==> src/core/sbc_regs.svh <==
// register offsets, field positions and constants of the bridge control
`ifndef SBC_REGS_SVH
`define SBC_REGS_SVH
`define SBC_CTRL_OFS   4'h0
`define SBC_STAT_OFS   4'h4
`define SBC_CURR_OFS   4'h8
`define SBC_CTRL_RST   4'h0
`define SBC_CTRL_IDX   0
`define SBC_CTRL_SLEEP 1
`define SBC_CTRL_DEC   3:2
`define SBC_HOME_POS   7'h10
`define SBC_FULL_OFS   7'h10
`define SBC_COS_SHIFT  7'h20
`define SBC_QTR        6'h20
`define SBC_HOME_PCT   7'h47
`define SBC_FULL_PCT   7'h46
`define SBC_RESP_OK    2'h0
`define SBC_RESP_ERR   2'h2
`endif

==> src/core/sbc_pkg.sv <==
// types of the bridge control block
package sbc_pkg;
  // encoding doubles as log2 of the 1/32 position increment
  typedef enum logic [2:0] {
    SBC_R32   = 3'h0,
    SBC_R16   = 3'h1,
    SBC_R8    = 3'h2,
    SBC_R4    = 3'h3,
    SBC_R2    = 3'h4,
    SBC_RFULL = 3'h5
  } sbc_res_t;

  typedef struct packed {
    logic       step_s1, step_s2, step_s3;
    logic       dir_s1, dir_s2, up_s1, up_s2;
    logic       lo_s1, lo_s2, loz_s1, loz_s2;
    logic       oen_s1, oen_s2, lock_s1, lock_s2;
    logic [1:0] pdir_s1, pdir_s2, pen_s1, pen_s2;
    logic [6:0] pos;
    sbc_res_t   res;
    logic       upd_d1, upd_d2;
    logic [6:0] mag_a, mag_b;
    logic       neg_a, neg_b;
    logic [1:0] force_slow;
    logic [1:0] out_pos, out_pos_oe, out_neg, out_neg_oe;
    logic [3:0] ctrl;
    logic       awready, wready, aw_have, w_have;
    logic [3:0] awaddr;
    logic [3:0] wdata;
    logic       wstrb0;
    logic       bvalid;
    logic [1:0] bresp;
    logic       arready, rvalid;
    logic [31:0] rdata;
    logic [1:0] rresp;
  } sbc_state_t;
endpackage

==> src/core/sbc_sine_rom.sv <==
// quarter-wave winding current table, registered read
`timescale 1ns/100ps
module sbc_sine_rom #(
  parameter int AW = 6,
  parameter int DW = 7
) (
  input  wire logic          CLK,
  input  wire logic          RESET,
  input  wire logic [AW-1:0] addr,
  output logic      [DW-1:0] data_r
);
  logic [DW-1:0] data_nxt;

  // percent of full scale, index 0 = 0 deg, 32 = 90 deg
  always_comb begin
    case (addr)
      6'h00: data_nxt = 7'h00;
      6'h01: data_nxt = 7'h05;
      6'h02: data_nxt = 7'h0a;
      6'h03: data_nxt = 7'h0f;
      6'h04: data_nxt = 7'h14;
      6'h05: data_nxt = 7'h18;
      6'h06: data_nxt = 7'h1d;
      6'h07: data_nxt = 7'h22;
      6'h08: data_nxt = 7'h26;
      6'h09: data_nxt = 7'h2b;
      6'h0a: data_nxt = 7'h2f;
      6'h0b: data_nxt = 7'h33;
      6'h0c: data_nxt = 7'h38;
      6'h0d: data_nxt = 7'h3c;
      6'h0e: data_nxt = 7'h3f;
      6'h0f: data_nxt = 7'h43;
      6'h10: data_nxt = 7'h47;
      6'h11: data_nxt = 7'h4a;
      6'h12: data_nxt = 7'h4d;
      6'h13: data_nxt = 7'h50;
      6'h14: data_nxt = 7'h53;
      6'h15: data_nxt = 7'h56;
      6'h16: data_nxt = 7'h58;
      6'h17: data_nxt = 7'h5a;
      6'h18: data_nxt = 7'h5c;
      6'h19: data_nxt = 7'h5e;
      6'h1a: data_nxt = 7'h60;
      6'h1b: data_nxt = 7'h61;
      6'h1c: data_nxt = 7'h62;
      6'h1d: data_nxt = 7'h63;
      default: data_nxt = 7'h64;
    endcase
  end

  always_ff @(posedge CLK or posedge RESET) begin
    if (RESET) begin
      data_r <= '0;
    end else begin
      data_r <= data_nxt;
    end
  end
endmodule

==> src/core/sbc_top.sv <==
// dual bridge phase/enable decoder and step/direction indexer
`timescale 1ns/100ps
`include "sbc_regs.svh"
module sbc_top
  import sbc_pkg::*;
(
  input  wire logic        CLK,
  input  wire logic        RESET,
  input  wire logic        STEP,
  input  wire logic        STEP_DIRECTION,
  input  wire logic [1:0]  BRIDGE_DIRECTION_IN,
  input  wire logic [1:0]  BRIDGE_DRIVE_ENABLE,
  input  wire logic        MODE_SELECT_UPPER,
  input  wire logic        MODE_SELECT_LOWER_TRILEVEL,
  input  wire logic        MODE_SELECT_LOWER_TRILEVEL_Z,
  input  wire logic        OUTPUT_STAGE_ENABLE_N,
  input  wire logic        SUPPLY_LOCKOUT,
  output logic      [1:0]  BRIDGE_OUT_POS,
  output logic      [1:0]  BRIDGE_OUT_POS_OE,
  output logic      [1:0]  BRIDGE_OUT_NEG,
  output logic      [1:0]  BRIDGE_OUT_NEG_OE,
  output logic      [6:0]  WINDING_A_PCT,
  output logic      [6:0]  WINDING_B_PCT,
  output logic      [1:0]  SLOW_DECAY_FORCE,
  output logic      [1:0]  INDEXER_DECAY_SELECT,
  input  wire logic [3:0]  S_AXI_AWADDR,
  input  wire logic        S_AXI_AWVALID,
  output logic             S_AXI_AWREADY,
  input  wire logic [31:0] S_AXI_WDATA,
  input  wire logic [3:0]  S_AXI_WSTRB,
  input  wire logic        S_AXI_WVALID,
  output logic             S_AXI_WREADY,
  output logic      [1:0]  S_AXI_BRESP,
  output logic             S_AXI_BVALID,
  input  wire logic        S_AXI_BREADY,
  input  wire logic [3:0]  S_AXI_ARADDR,
  input  wire logic        S_AXI_ARVALID,
  output logic             S_AXI_ARREADY,
  output logic      [31:0] S_AXI_RDATA,
  output logic      [1:0]  S_AXI_RRESP,
  output logic             S_AXI_RVALID,
  input  wire logic        S_AXI_RREADY
);
  sbc_state_t s_r, s_nxt;
  logic [6:0] rom_a, rom_b, pos_cos;
  logic       step_edge, go_home;
  sbc_res_t   res_pin;

  // ****************************************************
  // position stepping
  // ****************************************************
  // next valid position for resolution r; full step rides on 45 deg
  function automatic logic [6:0] sbc_next(input logic [6:0] p,
                                          input sbc_res_t r,
                                          input logic fwd);
    logic [6:0] off, inc, t, al;
    off = (r == SBC_RFULL) ? `SBC_FULL_OFS : 7'h00;
    inc = 7'h01 << r;
    t   = p - off;
    al  = t & ~(inc - 7'h01);
    if (fwd) begin
      t = al + inc;
    end else if (t == al) begin
      t = t - inc;
    end else begin
      t = al;
    end
    return 7'(t + off);
  endfunction

  function automatic logic [5:0] sbc_fold(input logic [6:0] p);
    return p[5] ? 6'(`SBC_QTR - {1'b0, p[4:0]}) : {1'b0, p[4:0]};
  endfunction

  assign pos_cos = 7'(s_r.pos + `SBC_COS_SHIFT);

  sbc_sine_rom #(.AW(6), .DW(7)) u_rom_a (
    .CLK    (CLK),
    .RESET  (RESET),
    .addr   (sbc_fold(pos_cos)),
    .data_r (rom_a)
  );
  sbc_sine_rom #(.AW(6), .DW(7)) u_rom_b (
    .CLK    (CLK),
    .RESET  (RESET),
    .addr   (sbc_fold(s_r.pos)),
    .data_r (rom_b)
  );

  // ****************************************************
  // next state
  // ****************************************************
  always_comb begin
    s_nxt = s_r;
    // two-stage synchronisers for every pin
    s_nxt.step_s1 = STEP;
    s_nxt.step_s2 = s_r.step_s1;
    s_nxt.step_s3 = s_r.step_s2;
    s_nxt.dir_s1  = STEP_DIRECTION;
    s_nxt.dir_s2  = s_r.dir_s1;
    s_nxt.up_s1   = MODE_SELECT_UPPER;
    s_nxt.up_s2   = s_r.up_s1;
    s_nxt.lo_s1   = MODE_SELECT_LOWER_TRILEVEL;
    s_nxt.lo_s2   = s_r.lo_s1;
    s_nxt.loz_s1  = MODE_SELECT_LOWER_TRILEVEL_Z;
    s_nxt.loz_s2  = s_r.loz_s1;
    s_nxt.oen_s1  = OUTPUT_STAGE_ENABLE_N;
    s_nxt.oen_s2  = s_r.oen_s1;
    s_nxt.lock_s1 = SUPPLY_LOCKOUT;
    s_nxt.lock_s2 = s_r.lock_s1;
    s_nxt.pdir_s1 = BRIDGE_DIRECTION_IN;
    s_nxt.pdir_s2 = s_r.pdir_s1;
    s_nxt.pen_s1  = BRIDGE_DRIVE_ENABLE;
    s_nxt.pen_s2  = s_r.pen_s1;

    step_edge = s_r.step_s2 & ~s_r.step_s3;
    go_home   = s_r.lock_s2 | s_r.ctrl[`SBC_CTRL_SLEEP];
    // float sense wins over the level sense
    if (!s_r.up_s2) begin
      res_pin = s_r.loz_s2 ? SBC_R4 : (s_r.lo_s2 ? SBC_R2 : SBC_RFULL);
    end else begin
      res_pin = s_r.loz_s2 ? SBC_R32 : (s_r.lo_s2 ? SBC_R16 : SBC_R8);
    end

    s_nxt.upd_d1 = 1'b0;
    s_nxt.upd_d2 = s_r.upd_d1;
    if (go_home) begin
      s_nxt.pos        = `SBC_HOME_POS;
      s_nxt.res        = SBC_RFULL;
      s_nxt.mag_a      = `SBC_HOME_PCT;
      s_nxt.mag_b      = `SBC_HOME_PCT;
      s_nxt.neg_a      = 1'b0;
      s_nxt.neg_b      = 1'b0;
      s_nxt.force_slow = 2'h0;
      s_nxt.upd_d2     = 1'b0;
    end else begin
      // steps run even with the output stage off
      if (step_edge) begin
        s_nxt.res    = res_pin;
        s_nxt.pos    = sbc_next(s_r.pos, res_pin, s_r.dir_s2);
        s_nxt.upd_d1 = 1'b1;
      end
      // rom data line up with the moved position two cycles on
      if (s_r.upd_d2) begin
        s_nxt.mag_a = (s_r.res == SBC_RFULL) ? `SBC_FULL_PCT : rom_a;
        s_nxt.mag_b = (s_r.res == SBC_RFULL) ? `SBC_FULL_PCT : rom_b;
        s_nxt.neg_a = pos_cos[6] && (rom_a != 7'h00);
        s_nxt.neg_b = s_r.pos[6] && (rom_b != 7'h00);
        s_nxt.force_slow[0] = s_nxt.mag_a > s_r.mag_a;
        s_nxt.force_slow[1] = s_nxt.mag_b > s_r.mag_b;
      end
    end

    // ****************************************************
    // bridge drive
    // ****************************************************
    for (int i = 0; i < 2; i++) begin
      if (go_home || (s_r.ctrl[`SBC_CTRL_IDX] && s_r.oen_s2)) begin
        s_nxt.out_pos[i]    = 1'b0;
        s_nxt.out_neg[i]    = 1'b0;
        s_nxt.out_pos_oe[i] = 1'b0;
        s_nxt.out_neg_oe[i] = 1'b0;
      end else if (s_r.ctrl[`SBC_CTRL_IDX]) begin
        // zero current parks the winding on both low sides
        s_nxt.out_pos_oe[i] = 1'b1;
        s_nxt.out_neg_oe[i] = 1'b1;
        if ((i == 0 ? s_nxt.mag_a : s_nxt.mag_b) == 7'h00) begin
          s_nxt.out_pos[i] = 1'b0;
          s_nxt.out_neg[i] = 1'b0;
        end else begin
          s_nxt.out_pos[i] = ~(i == 0 ? s_nxt.neg_a : s_nxt.neg_b);
          s_nxt.out_neg[i] = (i == 0 ? s_nxt.neg_a : s_nxt.neg_b);
        end
      end else if (s_r.pen_s2[i]) begin
        s_nxt.out_pos[i]    = s_r.pdir_s2[i];
        s_nxt.out_neg[i]    = ~s_r.pdir_s2[i];
        s_nxt.out_pos_oe[i] = 1'b1;
        s_nxt.out_neg_oe[i] = 1'b1;
      end else begin
        s_nxt.out_pos[i]    = 1'b0;
        s_nxt.out_neg[i]    = 1'b0;
        s_nxt.out_pos_oe[i] = ~s_r.up_s2;
        s_nxt.out_neg_oe[i] = ~s_r.up_s2;
      end
    end

    // ****************************************************
    // register bus
    // ****************************************************
    if (s_r.awready && S_AXI_AWVALID) begin
      s_nxt.aw_have = 1'b1;
      s_nxt.awaddr  = S_AXI_AWADDR;
    end
    if (s_r.wready && S_AXI_WVALID) begin
      s_nxt.w_have = 1'b1;
      s_nxt.wdata  = S_AXI_WDATA[3:0];
      s_nxt.wstrb0 = S_AXI_WSTRB[0];
    end
    if (s_r.bvalid && S_AXI_BREADY) begin
      s_nxt.bvalid = 1'b0;
    end
    if (s_r.aw_have && s_r.w_have && !s_r.bvalid) begin
      s_nxt.aw_have = 1'b0;
      s_nxt.w_have  = 1'b0;
      s_nxt.bvalid  = 1'b1;
      s_nxt.bresp   = `SBC_RESP_OK;
      if ({s_r.awaddr[3:2], 2'h0} == `SBC_CTRL_OFS) begin
        if (s_r.wstrb0) begin
          s_nxt.ctrl = s_r.wdata;
        end
      end else if ({s_r.awaddr[3:2], 2'h0} != `SBC_STAT_OFS
                   && {s_r.awaddr[3:2], 2'h0} != `SBC_CURR_OFS) begin
        s_nxt.bresp = `SBC_RESP_ERR;
      end
    end
    s_nxt.awready = ~s_nxt.aw_have & ~s_nxt.bvalid;
    s_nxt.wready  = ~s_nxt.w_have & ~s_nxt.bvalid;

    if (s_r.rvalid && S_AXI_RREADY) begin
      s_nxt.rvalid = 1'b0;
    end
    if (s_r.arready && S_AXI_ARVALID) begin
      s_nxt.rvalid = 1'b1;
      s_nxt.rresp  = `SBC_RESP_OK;
      s_nxt.rdata  = 32'h0;
      if ({S_AXI_ARADDR[3:2], 2'h0} == `SBC_CTRL_OFS) begin
        s_nxt.rdata[3:0] = s_r.ctrl;
      end else if ({S_AXI_ARADDR[3:2], 2'h0} == `SBC_STAT_OFS) begin
        s_nxt.rdata[6:0]   = s_r.pos;
        s_nxt.rdata[10:8]  = s_r.res;
        s_nxt.rdata[12]    = s_r.lock_s2;
        s_nxt.rdata[17:16] = s_r.force_slow;
      end else if ({S_AXI_ARADDR[3:2], 2'h0} == `SBC_CURR_OFS) begin
        s_nxt.rdata[15:0] = {s_r.neg_b, s_r.mag_b, s_r.neg_a, s_r.mag_a};
      end else begin
        s_nxt.rresp = `SBC_RESP_ERR;
      end
    end
    s_nxt.arready = ~s_nxt.rvalid;
  end

  always_ff @(posedge CLK or posedge RESET) begin
    if (RESET) begin
      s_r         <= '0;
      s_r.pos     <= `SBC_HOME_POS;
      s_r.res     <= SBC_RFULL;
      s_r.mag_a   <= `SBC_HOME_PCT;
      s_r.mag_b   <= `SBC_HOME_PCT;
      s_r.ctrl    <= `SBC_CTRL_RST;
    end else begin
      s_r <= s_nxt;
    end
  end

  assign BRIDGE_OUT_POS       = s_r.out_pos;
  assign BRIDGE_OUT_POS_OE    = s_r.out_pos_oe;
  assign BRIDGE_OUT_NEG       = s_r.out_neg;
  assign BRIDGE_OUT_NEG_OE    = s_r.out_neg_oe;
  assign WINDING_A_PCT        = s_r.mag_a;
  assign WINDING_B_PCT        = s_r.mag_b;
  assign SLOW_DECAY_FORCE     = s_r.force_slow;
  assign INDEXER_DECAY_SELECT = s_r.ctrl[`SBC_CTRL_DEC];
  assign S_AXI_AWREADY        = s_r.awready;
  assign S_AXI_WREADY         = s_r.wready;
  assign S_AXI_BVALID         = s_r.bvalid;
  assign S_AXI_BRESP          = s_r.bresp;
  assign S_AXI_ARREADY        = s_r.arready;
  assign S_AXI_RVALID         = s_r.rvalid;
  assign S_AXI_RDATA          = s_r.rdata;
  assign S_AXI_RRESP          = s_r.rresp;
endmodule

==> config.mk <==
export PLATFORM = sky130hd
export DESIGN_NAME = sbc_top
export DESIGN_NICKNAME = d
export VERILOG_FILES = /design/src/core/sbc_pkg.sv /design/src/core/sbc_sine_rom.sv /design/src/core/sbc_top.sv
export VERILOG_INCLUDE_DIRS = /design/src /design/src/core
export SDC_FILE = /design/constraint.sdc
export NUM_CORES = 1
export LEC_CHECK = 0
export BUFFER_PORTS_ARGS = -buffer_cell sky130_fd_sc_hd__buf_2
export CAP_MARGIN = 20
export CORE_AREA = 5 5 118 120
export CTS_BUF_LIST = sky130_fd_sc_hd__clkbuf_16
export CTS_CLUSTER_SIZE = 10
export DETAILED_ROUTE_END_ITERATION = 8
export DIE_AREA = 0 0 123 125
export PLACE_DENSITY = 0.78
export SYNTH_ARGS = -nofsm -noshare
export SYNTH_HDL_FRONTEND = slang
export SYNTH_SLANG_ARGS = --single-unit
==> constraint.sdc <==
create_clock -name CLK -period 8.5 [get_ports CLK]
set_input_delay 2.55 -clock CLK [delete_from_list [all_inputs] [get_ports CLK]]
set_output_delay 2.55 -clock CLK [all_outputs]
set_load 0.02 [all_outputs]
==> flow_summary.yaml <==
global_route:
  grt-ovfl-total: 0
  antenna_found_initial: 0
  grt_use_total: 0.189
  grt_max_degree: 65
  grt_pass1_wl_um: 23700
  grt_pass1_vias: 4893
status:
  status: "completed"
clocking:
  cts_buffer_depth: 2
  cts_tree: "built"
  htree_levels: 3
  cts.sinks: 111
  postCtsSetupRepairBufs: 0
  clkLatencyLatePin_ns: 0.35
  post_cts_resized: 0
  cts_buffers: 9
  cts-root-buf: "clkbuf_16"
  cts_hold_buf: 0
  cts.reportedPaths.clkPinSlew_ns: 0.08
setup_path:
  critPathMostFrequentCell: "ha_1"
  start_kind: "register"
  crit_buf_inv: 1
  critPathRequiredTime_ns: 8.79
  startpoint: "s_r[110]"
  critPathKind: "register to register"
  arrival_ns: 4.23
  slowest_stage: "a2111o_1"
  regToRegStartpoint: "s_r[110]"
  cpPeakStageDelay_ns: 0.57
  critPathTopFamily: "compound AO/OA/AOI/OAI gates"
  cp-end-kind: "register"
  cp_max_fo: 12
  worstPathCellList: "or3_1 > inv_1 > ha_1 > ha_1 > xnor2_1 > nor2_1 > a2111o_1 > a21oi_1 > o21ai_0 > ha_1 > ha_1 > nor2_1 > o311ai_1 > mux2_1 > nand2_1"
floorplan:
  io_pins: 129
  row_count: 42
  core_um2: 12900
  die_y_um: 125
  die_w_um: 123
  dieArea_um2: 15400
  initial_core_util: 0.528
placed_design:
  hpwl_um: 11100
  routabilityCongestion: 0.915
  io_buffers: 77
sta:
  hold_viol: 0
  fmax_ghz: 0.254
  tightest_slew_ns: 0.967
  skew_ns: 0.0133
  min_period_over_period: 0.464
  whs_ns: 0.353
  setup_violations: 0
  min_period_ns: 3.94
  max-slew-margin-rel: 0.353
  final_max_slew_viol_count: 0
  setup_tns_ns: 0
  rsz0062_at_grt: "no"
power:
  power.leakage_nw: 3.38
  p_per_area_nw_per_um2: 214
  irDropWorstVdd_mv: 0.0867
synthesis:
  synth_warnings: 0
  synthFlopType: "dfrtp_1"
  ys_top_cells_by_count: "dfrtp_1 (100), nand2_1 (72), buf_4 (63), o21ai_0 (52), nor2_1 (48)"
  synth_top_area_frac: 0.368
  ys_ff_latch: 111
  ys_seq_area_frac: 0.410
  ys_types: 64
  synth_edf_count: 0
  syn-cell-area_um2: 6800
  async_flop_share: 1.00
  synth.most_common_cell: "dfrtp_1"
  synth_area_leader_cell: "dfrtp_1"
  synthCells: 722
  syn_area_per_cell_um2: 9.42
  synth_area_leaders: "dfrtp_1 (37%), ha_1 (8.5%), buf_4 (7.0%), dfstp_2 (4.3%), nand2_1 (4.0%)"
route:
  post_drt_wl_per_cell_um: 15.9
  routed_via_density: 5.54
  ant_nets: 0
  num_vias: 5112
  drtPass1Iterations: 5
  drt-total-wl_um: 14600
  drtIter0Drc: 346
  drc: 0
hold_path:
  hp-start: "s_nxt[99]"
  hp-class: "register to register"
finish:
  area_growth_pct: 5.89
  layout.nets: 850
  fin_util: 0.559
  layout-drive-gt1-share: 0.185
  antennaDiodeCount: 0
run:
  max_cap_viol_count: 0
## power breakdown
| group | internal (W) | switching [W] | total [W] |
|---|---|---|---|
| Clock | 0.000203 | 0.000193 | 0.000396 |
| Sequential | 0.000618 | 0.0000718 | 0.000689 |
| Combinational | 0.000181 | 0.000276 | 0.000456 |
| Total | 0.00100 | 0.000541 | 0.00154 |
## worst paths after layout
check                                     to  slack [ns]  depth (start not counted)
hold / removal                       s_r[99]        0.35                          0
hold reg to reg                      s_r[99]        0.35                          0
min in group asynchronous            s_r[98]        2.26                          2
max in group asynchronous  u_rom_b.data_r[2]        5.06                          3
setup / recovery                     s_r[93]        4.56                         15
setup reg to reg                     s_r[93]        4.56                         15
## kinds of logic after synthesis
group / synth area share
compound gates: 0.170
xor+xnor: 0.0329
fa+ha+maj: 0.0892
buf+inv: 0.111
flops: 0.410
mux: 0.0480
other cells: 0.000551
simple gates: 0.138
## cells in the final DEF (no fill, tap or decap), drive strengths merged, types with 13 or more instances in the layout
cell	Yosys	routed
a22o	15	15
nor2	48	48
nor2b	14	14
buf	72	82
inv	43	47
dfrtp	100	100
a21oi	40	40
conb	1	16
nand2	72	72
xnor2	19	19
ha	46	46
o21ai	55	55
mux2	13	13
nand2b	17	17
## layer usage
layer  wire length [um]  track usage
met1               6050        0.247
met2               7360        0.318
met3                881       0.0280
met4                323       0.0678
met5                  0            0
## state kept, by name, indices dropped and copies added, names as in the netlist
signal                cells
BRIDGE_OUT_NEG_OE         2
INDEXER_DECAY_SELECT      2
S_AXI_RVALID              1
S_AXI_WREADY              1
S_AXI_RRESP               1
S_AXI_BRESP               1
s_nxt                    12
S_AXI_RDATA              18
BRIDGE_OUT_POS            2
SLOW_DECAY_FORCE          2
s_r                      36
S_AXI_AWREADY             1
WINDING_A_PCT             7
u_rom_b.data_r            7
BRIDGE_OUT_NEG            2
S_AXI_ARREADY             1
S_AXI_BVALID              1
u_rom_a.data_r            7
WINDING_B_PCT             7
## per-stage QoR
stage | std cells | cell area, um2 | power (W) | setup WS [ns]
5_1_grt | 922 | 7200 | 0.00163 | 4.30
4_1_cts | 921 | 7190 | 0.00154 | 4.58
2_1_floorplan | 737 | 6860 | 0.00106 | 3.04
6_report | 922 | 7200 | 0.00154 | 4.56
3_3_place_gp | 905 | 6910 | 0.00113 | 4.54
3_5_place_dp | 905 | 6910 | 0.00115 | 4.49
## area by class of cell
cell class / instances / area (um2)
multi-input combinational: 492 / 3310
fill: 1101 / 5670
timing repair buffer: 82 / 423
clock inverter: 7 / 55.1
sequential: 111 / 2790
inverter: 45 / 173
tap: 176 / 220
clock buffer: 9 / 225
Power figures use the tool's default switching activity.
